[config.mk]
export PLATFORM = sky130hd
export DESIGN_NAME = wit_watchdog
export DESIGN_NICKNAME = d
export VERILOG_FILES = /design/src/wit_dummy_end.sv /design/src/wit_pkg.sv /design/src/wit_pre_if.sv /design/src/wit_prescaler.sv /design/src/wit_watchdog.sv
export VERILOG_INCLUDE_DIRS = /design/src
export SDC_FILE = /design/constraint.sdc
export NUM_CORES = 1
export LEC_CHECK = 0
export BUFFER_PORTS_ARGS = -buffer_cell sky130_fd_sc_hd__clkbuf_2
export CORE_ASPECT_RATIO = 1.5
export CORE_UTILIZATION = 57
export CTS_BUF_LIST = sky130_fd_sc_hd__clkbuf_8
export DETAILED_ROUTE_END_ITERATION = 7
export PLACE_DENSITY = 0.8
export SKIP_CTS_REPAIR_TIMING = 1
export SYNTH_ARGS = -nofsm -noshare
export SYNTH_HDL_FRONTEND = slang
export SYNTH_SLANG_ARGS = --single-unit
[constraint.sdc]
create_clock -name clk -period 2.3 [get_ports clk]
set_input_delay 0.46 -clock clk [delete_from_list [all_inputs] [get_ports clk]]
set_output_delay 0.46 -clock clk [all_outputs]
set_load 0.02 [all_outputs]
[src/wit_map.svh]
`ifndef WIT_MAP_SVH
`define WIT_MAP_SVH
// register addresses
`define WIT_ADDR_CTL 16'hffa8
`define WIT_ADDR_CNT 16'hffa9
// write passwords in the upper byte
`define WIT_PWD_CNT 8'h5a
`define WIT_PWD_CTL 8'ha5
// control/status field positions
`define WIT_BIT_OVF 7
`define WIT_BIT_MODE 6
`define WIT_BIT_EN 5
`define WIT_BIT_ONE 4
`define WIT_BIT_RSEL 3
`define WIT_CKS_HI 2
`define WIT_CKS_LO 0
// reset values and counter maximum
`define WIT_CTL_RESET 8'h10
`define WIT_CNT_RESET 8'h00
`define WIT_CNT_MAX 8'hff
`define WIT_OVF_RESET 1'b0
// internal reset length in system clocks
`define WIT_RST_CLOCKS 518
`define WIT_RST_CYCLES (`WIT_RST_CLOCKS)
`define WIT_RST_CW 10
// prescaler tap bit for each clock select code
`define WIT_TAPS '{11, 10, 8, 7, 6, 5, 4, 0}
`endif

[src/wit_dummy_end.sv]
`timescale 1ns/100ps
`default_nettype none
`default_nettype wire

[src/wit_pkg.sv]
package wit_pkg;
  // internal reset sequencer
  typedef enum logic {WIT_IDLE, WIT_HOLD} wit_rst_state_type;
  typedef logic [2:0] wit_cks_type;
endpackage

[src/wit_pre_if.sv]
`timescale 1ns/100ps
`default_nettype none
interface wit_pre_if;
  import wit_pkg::*;
  logic run;
  wit_cks_type cks;
  logic tick;
  modport ctl (output run, output cks, input tick);
  modport pre (input run, input cks, output tick);
endinterface
`default_nettype wire

[src/wit_prescaler.sv]
`timescale 1ns/100ps
`default_nettype none
`include "wit_map.svh"
module wit_prescaler
  import wit_pkg::*;
#(
  parameter int PRE_W = 12
) (
  input wire logic clk,
  input wire logic rst_b,
  wit_pre_if.pre pre
);
  localparam int TAP [8] = `WIT_TAPS;
  logic [PRE_W-1:0] div_ff;
  logic [PRE_W-1:0] nxt_div;
  logic tick_ff;
  logic nxt_tick;
  logic [7:0] hit;

  // width check at elaboration
  if (PRE_W < 12) begin : g_pre_w
    $error("prescaler too narrow for the divide-by-4096 tap");
  end

  // one divide tap per clock select code
  for (genvar g = 0; g < 8; g++) begin : g_tap
    assign hit[g] = &div_ff[TAP[7-g]:0];
  end

  // divider restarts while counting is stopped
  always_comb begin
    nxt_div = pre.run ? div_ff + 1'b1 : '0;
    nxt_tick = pre.run & hit[pre.cks];
  end

  always_ff @(posedge clk or negedge rst_b) begin
    if (!rst_b) begin
      div_ff <= '0;
      tick_ff <= 1'b0;
    end else begin
      div_ff <= nxt_div;
      tick_ff <= nxt_tick;
    end
  end

  assign pre.tick = tick_ff;
endmodule
`default_nettype wire

[src/wit_watchdog.sv]
// What this block does
// - flag set by external, cleared by watchdog reset
// - only word writes reach counter or control
// - upper byte password selects counter or control
// - byte reads at two addresses, no password
// - mode and enable set start the watchdog
// - overflow: 518-clock reset or nmi request
// - requests share external reset and nmi vectors
// - interval mode requests on every overflow
// - overflow flag set with the request
// - reset-out pin low with internal reset
// - counter write beats a coincident increment
// - standby clears counter and all control but clock select
// - 8-bit counter on one of eight divides
// - disabled counter held at zero
// - flag clears by zero write after read
// - control layout: mode, enable, one, reset select
`timescale 1ns/100ps
`default_nettype none
`include "wit_map.svh"
module wit_watchdog
  import wit_pkg::*;
#(
  parameter int CNT_W = 8
) (
  input wire logic clk,
  input wire logic rst_b,
  input wire logic standby,
  input wire logic [15:0] bus_addr,
  input wire logic bus_wr,
  input wire logic bus_word,
  input wire logic [15:0] bus_wdata,
  input wire logic bus_rd,
  output logic [7:0] bus_rdata,
  output logic chip_reset_b,
  output logic reset_out_pin_b,
  output logic nmi_req,
  output logic interval_overflow_request,
  output logic reset_source_flag
);
  wit_pre_if pre_if ();
  wit_rst_state_type state_ff, nxt_state;
  logic [CNT_W-1:0] count_ff, nxt_count;
  logic ovf_ff, nxt_ovf, ovf_seen_ff, nxt_ovf_seen;
  logic mode_ff, nxt_mode, en_ff, nxt_en, rsel_ff, nxt_rsel;
  wit_cks_type cks_ff, nxt_cks;
  logic [`WIT_RST_CW-1:0] hold_ff, nxt_hold;
  logic [7:0] rdata_ff, nxt_rdata;
  logic chip_rst_b_ff, nxt_chip_rst_b, reset_out_pin_b_ff, nxt_reset_out_pin_b;
  logic nmi_ff, nxt_nmi, irq_ff, nxt_irq, flag_ff, nxt_flag;
  logic wr_hit, wr_cnt, wr_ctl, ovf_evt, wdt_rst_evt;
  logic [7:0] ctl_view;

  // width check at elaboration
  if (CNT_W != 8) begin : g_cnt_w
    $error("counter width must be 8");
  end

  wit_prescaler #(.PRE_W(12)) u_pre (
    .clk(clk),
    .rst_b(rst_b),
    .pre(pre_if.pre)
  );
  assign pre_if.run = en_ff;
  assign pre_if.cks = cks_ff;

  // write decode: word write, shared address, password byte
  assign wr_hit = bus_wr & bus_word & (bus_addr == `WIT_ADDR_CTL);
  assign wr_cnt = wr_hit & (bus_wdata[15:8] == `WIT_PWD_CNT);
  assign wr_ctl = wr_hit & (bus_wdata[15:8] == `WIT_PWD_CTL);
  // overflow on wrap, lost if a counter write lands in the same cycle
  assign ovf_evt = en_ff & pre_if.tick & (count_ff == `WIT_CNT_MAX) & ~wr_cnt;
  assign wdt_rst_evt = ovf_evt & mode_ff & rsel_ff;
  assign ctl_view = {ovf_ff, mode_ff, en_ff, 1'b1, rsel_ff, cks_ff};

  // counter and control/status next values
  always_comb begin
    nxt_count = count_ff;
    nxt_mode = mode_ff;
    nxt_en = en_ff;
    nxt_rsel = rsel_ff;
    nxt_cks = cks_ff;
    nxt_ovf = ovf_ff;
    nxt_ovf_seen = ovf_seen_ff;
    if (wr_cnt) begin
      nxt_count = bus_wdata[7:0];
    end else if (en_ff && pre_if.tick) begin
      nxt_count = count_ff + 1'b1;
    end
    if (wr_ctl) begin
      nxt_mode = bus_wdata[`WIT_BIT_MODE];
      nxt_en = bus_wdata[`WIT_BIT_EN];
      nxt_rsel = bus_wdata[`WIT_BIT_RSEL];
      nxt_cks = bus_wdata[`WIT_CKS_HI:`WIT_CKS_LO];
      if (!bus_wdata[`WIT_BIT_OVF] && ovf_seen_ff) begin
        nxt_ovf = 1'b0;
        nxt_ovf_seen = 1'b0;
      end
    end
    if (bus_rd && bus_addr == `WIT_ADDR_CTL && ovf_ff) begin
      nxt_ovf_seen = 1'b1;
    end
    if (ovf_evt) begin
      nxt_ovf = 1'b1;
    end
    if (!en_ff) begin
      nxt_count = `WIT_CNT_RESET;
    end
    if (standby || state_ff == WIT_HOLD) begin
      nxt_count = `WIT_CNT_RESET;
      nxt_mode = 1'b0;
      nxt_en = 1'b0;
      nxt_rsel = 1'b0;
      if (standby) begin
        nxt_ovf = 1'b0;
        nxt_ovf_seen = 1'b0;
      end
    end
  end

  // internal reset sequencer, outside the reset it makes
  always_comb begin
    nxt_state = state_ff;
    nxt_hold = hold_ff;
    nxt_flag = flag_ff;
    unique case (state_ff)
      WIT_IDLE: begin
        if (wdt_rst_evt) begin
          nxt_state = WIT_HOLD;
          nxt_hold = `WIT_RST_CW'(`WIT_RST_CYCLES - 1);
          nxt_flag = 1'b0;
        end
      end
      WIT_HOLD: begin
        if (hold_ff == '0) begin
          nxt_state = WIT_IDLE;
        end else begin
          nxt_hold = hold_ff - 1'b1;
        end
      end
    endcase
    nxt_chip_rst_b = ~(nxt_state == WIT_HOLD);
    nxt_reset_out_pin_b = ~(nxt_state == WIT_HOLD);
    nxt_nmi = ovf_evt & mode_ff & ~rsel_ff;
    nxt_irq = ovf_evt & ~mode_ff;
  end

  // byte read port, no password
  always_comb begin
    nxt_rdata = 8'h00;
    if (bus_rd && bus_addr == `WIT_ADDR_CTL) begin
      nxt_rdata = ctl_view;
    end else if (bus_rd && bus_addr == `WIT_ADDR_CNT) begin
      nxt_rdata = count_ff;
    end
  end

  // the flag only sees the external reset as a set
  always_ff @(posedge clk or negedge rst_b) begin
    if (!rst_b) begin
      state_ff <= WIT_IDLE;
      hold_ff <= '0;
      flag_ff <= 1'b1;
      count_ff <= `WIT_CNT_RESET;
      ovf_ff <= `WIT_OVF_RESET;
      ovf_seen_ff <= 1'b0;
      mode_ff <= 1'b0;
      en_ff <= 1'b0;
      rsel_ff <= 1'b0;
      cks_ff <= '0;
      rdata_ff <= 8'h00;
      chip_rst_b_ff <= 1'b1;
      reset_out_pin_b_ff <= 1'b1;
      nmi_ff <= 1'b0;
      irq_ff <= 1'b0;
    end else begin
      state_ff <= nxt_state;
      hold_ff <= nxt_hold;
      flag_ff <= nxt_flag;
      count_ff <= nxt_count;
      ovf_ff <= nxt_ovf;
      ovf_seen_ff <= nxt_ovf_seen;
      mode_ff <= nxt_mode;
      en_ff <= nxt_en;
      rsel_ff <= nxt_rsel;
      cks_ff <= nxt_cks;
      rdata_ff <= nxt_rdata;
      chip_rst_b_ff <= nxt_chip_rst_b;
      reset_out_pin_b_ff <= nxt_reset_out_pin_b;
      nmi_ff <= nxt_nmi;
      irq_ff <= nxt_irq;
    end
  end

  assign bus_rdata = rdata_ff;
  assign chip_reset_b = chip_rst_b_ff;
  assign reset_out_pin_b = reset_out_pin_b_ff;
  assign nmi_req = nmi_ff;
  assign interval_overflow_request = irq_ff;
  assign reset_source_flag = flag_ff;

  // helper: length of the internal reset pulse
  logic [`WIT_RST_CW:0] low_len;
  always_ff @(posedge clk or negedge rst_b) begin
    if (!rst_b) begin
      low_len <= '0;
    end else begin
      low_len <= chip_rst_b_ff ? '0 : low_len + 1'b1;
    end
  end

  a_rst_length: assert property (@(posedge clk) disable iff (!rst_b)
    $rose(chip_rst_b_ff) |-> $past(low_len) == `WIT_RST_CYCLES - 1)
    else $error("internal reset length wrong");
  a_reset_out_pin_follows: assert property (@(posedge clk) disable iff (!rst_b)
    reset_out_pin_b_ff == chip_rst_b_ff)
    else $error("reset-out differs from internal reset");
  a_reset_out_pin_low: assert property (@(posedge clk) disable iff (!rst_b)
    wdt_rst_evt |=> !reset_out_pin_b_ff && !chip_rst_b_ff)
    else $error("reset-out not low after watchdog overflow");
  a_flag_cleared: assert property (@(posedge clk) disable iff (!rst_b)
    $fell(chip_rst_b_ff) |-> !flag_ff)
    else $error("reset source flag not cleared");
  a_ovf_with_req: assert property (@(posedge clk) disable iff (!rst_b)
    ovf_evt |=> ovf_ff && (nmi_ff || irq_ff || !chip_rst_b_ff))
    else $error("overflow flag and request not together");
  a_nmi_mode: assert property (@(posedge clk) disable iff (!rst_b)
    nmi_ff |-> $past(mode_ff) && !$past(rsel_ff) && $past(count_ff) == 8'hff)
    else $error("nmi outside watchdog nmi mode");
  a_interval_req: assert property (@(posedge clk) disable iff (!rst_b)
    irq_ff |-> !$past(mode_ff) && $past(en_ff))
    else $error("interval request outside interval mode");
  a_hold_zero: assert property (@(posedge clk) disable iff (!rst_b)
    !en_ff |=> count_ff == 8'h00)
    else $error("disabled counter not zero");
  a_byte_ignored: assert property (@(posedge clk) disable iff (!rst_b)
    (bus_wr && !bus_word && !standby && state_ff == WIT_IDLE) |=> $stable(cks_ff) && $stable(mode_ff))
    else $error("byte write changed control");
  a_cnt_load: assert property (@(posedge clk) disable iff (!rst_b)
    (wr_cnt && en_ff && !standby && state_ff == WIT_IDLE) |=> count_ff == $past(bus_wdata[7:0]))
    else $error("counter write not loaded");
  a_ctl_read: assert property (@(posedge clk) disable iff (!rst_b)
    (bus_rd && bus_addr == `WIT_ADDR_CTL) |=> bus_rdata[`WIT_BIT_ONE] && bus_rdata[2:0] == $past(cks_ff))
    else $error("control read wrong");
endmodule
`default_nettype wire

Word-level counts from Yosys, hierarchy flattened
Cells that the tools add are included.

word-level totals
  register bits = 52
  input bits = 38
  word-level logic and storage cells = 94

operators by class
  add/sub/neg operators = 3
  order comparisons = 1
  equal/unequal tests = 8
  muxes and demuxes = 31
  bitwise logic cells = 17
  reductions and logical operators = 18

operators with widths
  operator                                                     number
  2-to-1 mux 8 bit                                             6
  equality test 16 bit (second input constant)                 2
  2-to-1 mux 10 bit                                            2
  one-hot mux 10 bit (2 select lines)                          1
  2-to-1 mux 1 bit                                             19
  equality test 8 bit (second input constant)                  2
  adder 12 x 1 -> 12 bit (second input constant)               1
  AND 1 bit                                                    12
  2-to-1 mux 12 bit                                            1
  AND reduction 12 bit                                         1
  AND reduction 11 bit                                         1
  zero test 10 bit                                             1
  subtractor 10 x 1 -> 10 bit (second input constant)          1
  AND reduction 9 bit                                          1
  adder 8 x 1 -> 8 bit (second input constant)                 1
  equality test 8 x 7 -> 1 bit (second input constant)         1
  AND reduction 8 bit                                          1
  AND reduction 7 bit                                          1
  AND reduction 6 bit                                          1
  logical AND 1 bit                                            5
  NOT 1 bit                                                    5
  AND reduction 5 bit                                          1
  less-than comparator 3 x 4 -> 1 bit (second input constant)  1
  inequality test 2 bit (second input constant)                2
  7 further kinds                                              8

Depth between registers and ports, before layout
  depth after elaboration = 10
  gate-level depth with buffers = 8

By module
A second synthesis with hierarchy kept.

unflattened totals
  cells, all modules = 250
  area total of the unflattened synthesis = 2685.1 sq um

modules (own cells, without submodules)
  module         times used  cells an instance  area each (sq um)  sequential area each (sq um)
  wit_watchdog   1           184                2011.9             978.4
  wit_prescaler  1           66                 673.1              325.3

Least setup slack after synthesis
Ideal clock, no wire load.

  kind = register to register
  start = register u_pre.div_ff[0]
  end = register u_pre.tick_ff (netlist: u_pre.pre.tick)
  arrival = 1.838 ns
  setup slack = 0.342 ns
  stages on the path, launching flop included = 7
  path buffers = 0
  period minus slack after synthesis = 1.958 ns
  cells stage by stage = dfrtp_1 > ha_1 > and3_1 > and4_1 > ha_1 > mux4_2 > o211a_1

on the way
  word-level cells in the longest chain between the ends = 4
  elaborated cells between the ends (all ways) = 10

RTL lines
  item                                                line                 text
  from (decl)                                         wit_prescaler.sv:14  logic [PRE_W-1:0] div_ff;
  from (signal assigned)                              wit_prescaler.sv:41  div_ff <= nxt_div;
  AND reduction 12 bit, or another cell as far along  wit_prescaler.sv:27  assign hit[g] = &div_ff[TAP[7-g]:0];
  binary-select mux 1 bit (select 3 bit) (*)          wit_prescaler.sv:33  nxt_tick = pre.run & hit[pre.cks];
  2-to-1 mux 1 bit (implied by the code) (*)          wit_prescaler.sv:33
  AND 1 bit (*)                                       wit_prescaler.sv:33
  via u_pre.nxt_tick                                  wit_prescaler.sv:17  logic nxt_tick;
  to (signal assigned)                                wit_prescaler.sv:42  tick_ff <= nxt_tick;
  to (decl)                                           wit_prescaler.sv:16  logic tick_ff;

The timed path passes the listed nets; every way through them passes the cells marked *. The select of a mux whose other input is x is not followed.
A chain may end at the register's enable or synchronous reset.

Worst setup path after layout
Ends and elaborated chain as after synthesis.

==> run_results.csv <==
group,metric,value,unit
setup_path,path_class,"reg -> reg",
power,power_density,512,nW/um2
job,max_cap_viol_count,0,
yosys,synth.largest_area_cell,"dfrtp_1",
yosys,syn_nets,284,
timing,rsz0062_at_grt,"no",
setup_path,worstPathRequired,2490,ps
timing,post-route-period-util,88.6,%
global_route,grt_pass1_wl,8950,um
floorplan,fp.coreArea,4500,um2
final_layout,utilization,68.6,%
timing,max_freq,491,MHz
yosys,ys_async_sr_fraction,100,%
final_layout,area_growth,16.6,%
timing,maxSlewViolCount,0,
yosys,syn_inst,240,
clocking,cts_inserted_buffers,5,
timing,worstMarginPinSlew,635,ps
setup_path,crit_chain,"ha_1 -> and3_1 -> and4_1 -> ha_1 -> mux4_2 -> o211a_1",
floorplan,io_pins,51,
clocking,insertion_delay,290,ps
timing,maxSlewHeadroom,57.7,%
setup_path,r2r_cells,6,
worst_hold_path,holdCritPathClass,"in -> async",
routing,antenna_left,0,
floorplan,design.die.area,4940,um2
floorplan,die_h,85.6,um
placement,dp_hpwl,3910,um
yosys,yosysSeqAreaShare,49.2,%
setup_path,cp_num_buf_inv,0,
clocking,clock_sinks,52,
setup_path,crit_arrival,2230,ps
placement,routabilityCongestion,0.818,
power,irDropWorstVdd,0.431,mV
global_route,grt_start_max_net_pins,53,
placement,place_area,2980,um2
global_route,grt_pass1_vias,2019,
routing,vias_per_cell,5.79,
setup_path,critical_path_peak_fanout,4,
global_route,grt_antenna_before_repair,0,
timing,holdWs,268,ps
run_status,outcome,"finished with violations",
yosys,synth_top_area_share,47.2,%
yosys,ys_warn_count,0,
final_layout,diodes,0,
run_status,violations,"DRC",
timing,final.min_clock_period,2040,ps
setup_path,cpLargestDelayFamily,"multiplexers",
yosys,avgSynthCellArea,11.1,um2
final_layout,layout_common_cells,"50 x dfrtp_1, 50 x clkbuf_2, 24 x nor2_1",
timing,hold_viol,0,
routing,dr.first_iter.drc_count,82,
yosys,synth_area_leaders,"dfrtp_1 47%, mux2i_1 7.9%, nor2_1 3.4%",
clocking,root_buffer,"clkbuf_8",
clocking,cts_tree,"yes",
timing,finalWorstSetupSlack,263,ps
setup_path,start_kind,"flip-flop",
global_route,grt_usage,23.3,%
clocking,ctsHtreeMaxLevel,2,
routing,drtPass1Iterations,6,
clocking,clockBufferDepth,2,
floorplan,start_util,58.9,%
power,finalPower,1.58,mW
yosys,syn_area,2650,um2
timing,fin_worst_skew,4.43,ps
final_layout,stdcell_count,348,
final_layout,stdcell_area,3090,um2
placement,io_buffers,50,
final_layout,layout-drive-gt1-share,27.3,%
routing,routed_wl,5170,um
timing,setup_tns,0,ps
setup_path,endpoint_kind,"flip-flop",
floorplan,die_w,57.7,um
yosys,synth-edff-count,0,
final_layout,finalNetCount,343,
global_route,grt_overflow_total,0,
setup_path,crit_cells,6,
timing,setup_viol_count_final,0,
setup_path,cpMostUsedCell,"ha_1",
clocking,path_clk_slew,90,ps
routing,drc,2,
setup_path,critical_path.max_stage_delay,460,ps
routing,num_vias,2014,
floorplan,rows,30,
placement,post-place-ws,150,ps
setup_path,critPathSlowestCell,"mux4_2",
yosys,synth_cell_types,52,
yosys,ys_seq_elements,52,
routing,wl_per_cell,14.9,um
power,leakagePower,1.49,nW
yosys,synth_ff_type,"dfrtp_1",
placement,dp_cells,340,
-- per-layer routing --
layer  routed length (um)  global-route usage (%)  vias to the layer above
met5                    0                       0                        -
met4                   60                    6.28                        0
met3                  138                    3.17                        6
met2                 2820                    44.3                       42
met1                 2150                    26.8                      994
li1                     -                       -                      972
-- cells by family after synthesis --
family                     after synthesis  synth area share (%)
and+or+nand+nor                         99                  21.2
DFF                                     52                  49.2
AOI/OAI and AO/OA                       26                  8.35
muxes                                   25                  10.0
xor gates and xnor gates                17                  5.61
buffers and inverters                   15                  2.83
adders and majority gates                6                  2.83
-- synthesized netlist by cell type (2+ instances only) --
| cell type | number |
|---|---|
| and4_1 | 2 |
| dfstp_2 | 2 |
| nand2_1 | 11 |
| nor3b_1 | 2 |
| or4_4 | 2 |
| inv_1 | 8 |
| and2_1 | 13 |
| nor4bb_1 | 4 |
| clkbuf_1 | 2 |
| or3b_2 | 2 |
| a22o_1 | 3 |
| nor3_1 | 10 |
| a21o_1 | 2 |
| xor2_1 | 7 |
| nand4bb_1 | 2 |
| mux2i_1 | 21 |
| a21oi_1 | 4 |
| and3_1 | 3 |
| buf_4 | 2 |
| o21ai_0 | 2 |
| xnor2_1 | 10 |
| mux2_2 | 3 |
| o21a_1 | 2 |
| ha_1 | 6 |
| nand4_1 | 4 |
| o2bb2ai_1 | 2 |
| dfrtp_1 | 50 |
| nor2_1 | 24 |
| nand3_1 | 12 |
-- state kept, by name, summed over array words and instances (netlist names) --
signal and cells:
nmi_req 1, u_pre.div_ff 12, mode_ff 1, ovf_ff 1, cks_ff 3, reset_out_pin_b 1, rsel_ff 1, en_ff 1
bus_rdata 8, ovf_seen_ff 1, u_pre.pre.tick 1, reset_source_flag 1, interval_overflow_request 1, hold_ff 10, count_ff 8, state_ff 1
-- report_power, final --
group	leakage [nW]	switching (mW)	internal [mW]
Combinational	0.744	0.0377	0.0326
Clock	0.0593	0.282	0.319
Sequential	0.685	0.000000203	0.913
Total	1.49	0.320	1.26
-- area by class of cell --
cell class | count | area, um2
Clock buffer | 5 | 68.8
Clock inverter | 3 | 38.8
Fill cell | 371 | 1410
Inverter | 9 | 36.3
Multi-Input combinational cell | 173 | 1270
Sequential cell | 52 | 1300
Tap cell | 48 | 60.1
Timing Repair Buffer | 58 | 310
-- path summary, 6_finish.rpt --
check / slack, ps / endpoint / startpoint
max: 260 / u_pre.pre.tick$_DFF_PN0_ / u_pre.div_ff[0]$_DFF_PN0_
min: 270 / bus_rdata[4]$_DFF_PN0_ / rst_b
max reg2reg: 260 / u_pre.pre.tick$_DFF_PN0_ / u_pre.div_ff[0]$_DFF_PN0_
min reg2reg: 470 / reset_source_flag$_DFFE_PN1P_ / reset_source_flag$_DFFE_PN1P_
max in group asynchronous: 1610 / hold_ff[0]$_DFFE_PN0P_ / rst_b
min in group clk: 400 / cks_ff[0]$_DFFE_PN0N_ / bus_wdata[0]
-- worst register-to-register path, stage by stage, from the launching register on --
cell     delay (ps)
dfrtp_1         390
ha_1            220
and3_1          210
and4_1          240
ha_1            180
mux4_2          460
o211a_1         220
No activity file was read; power rests on OpenSTA's default activity.
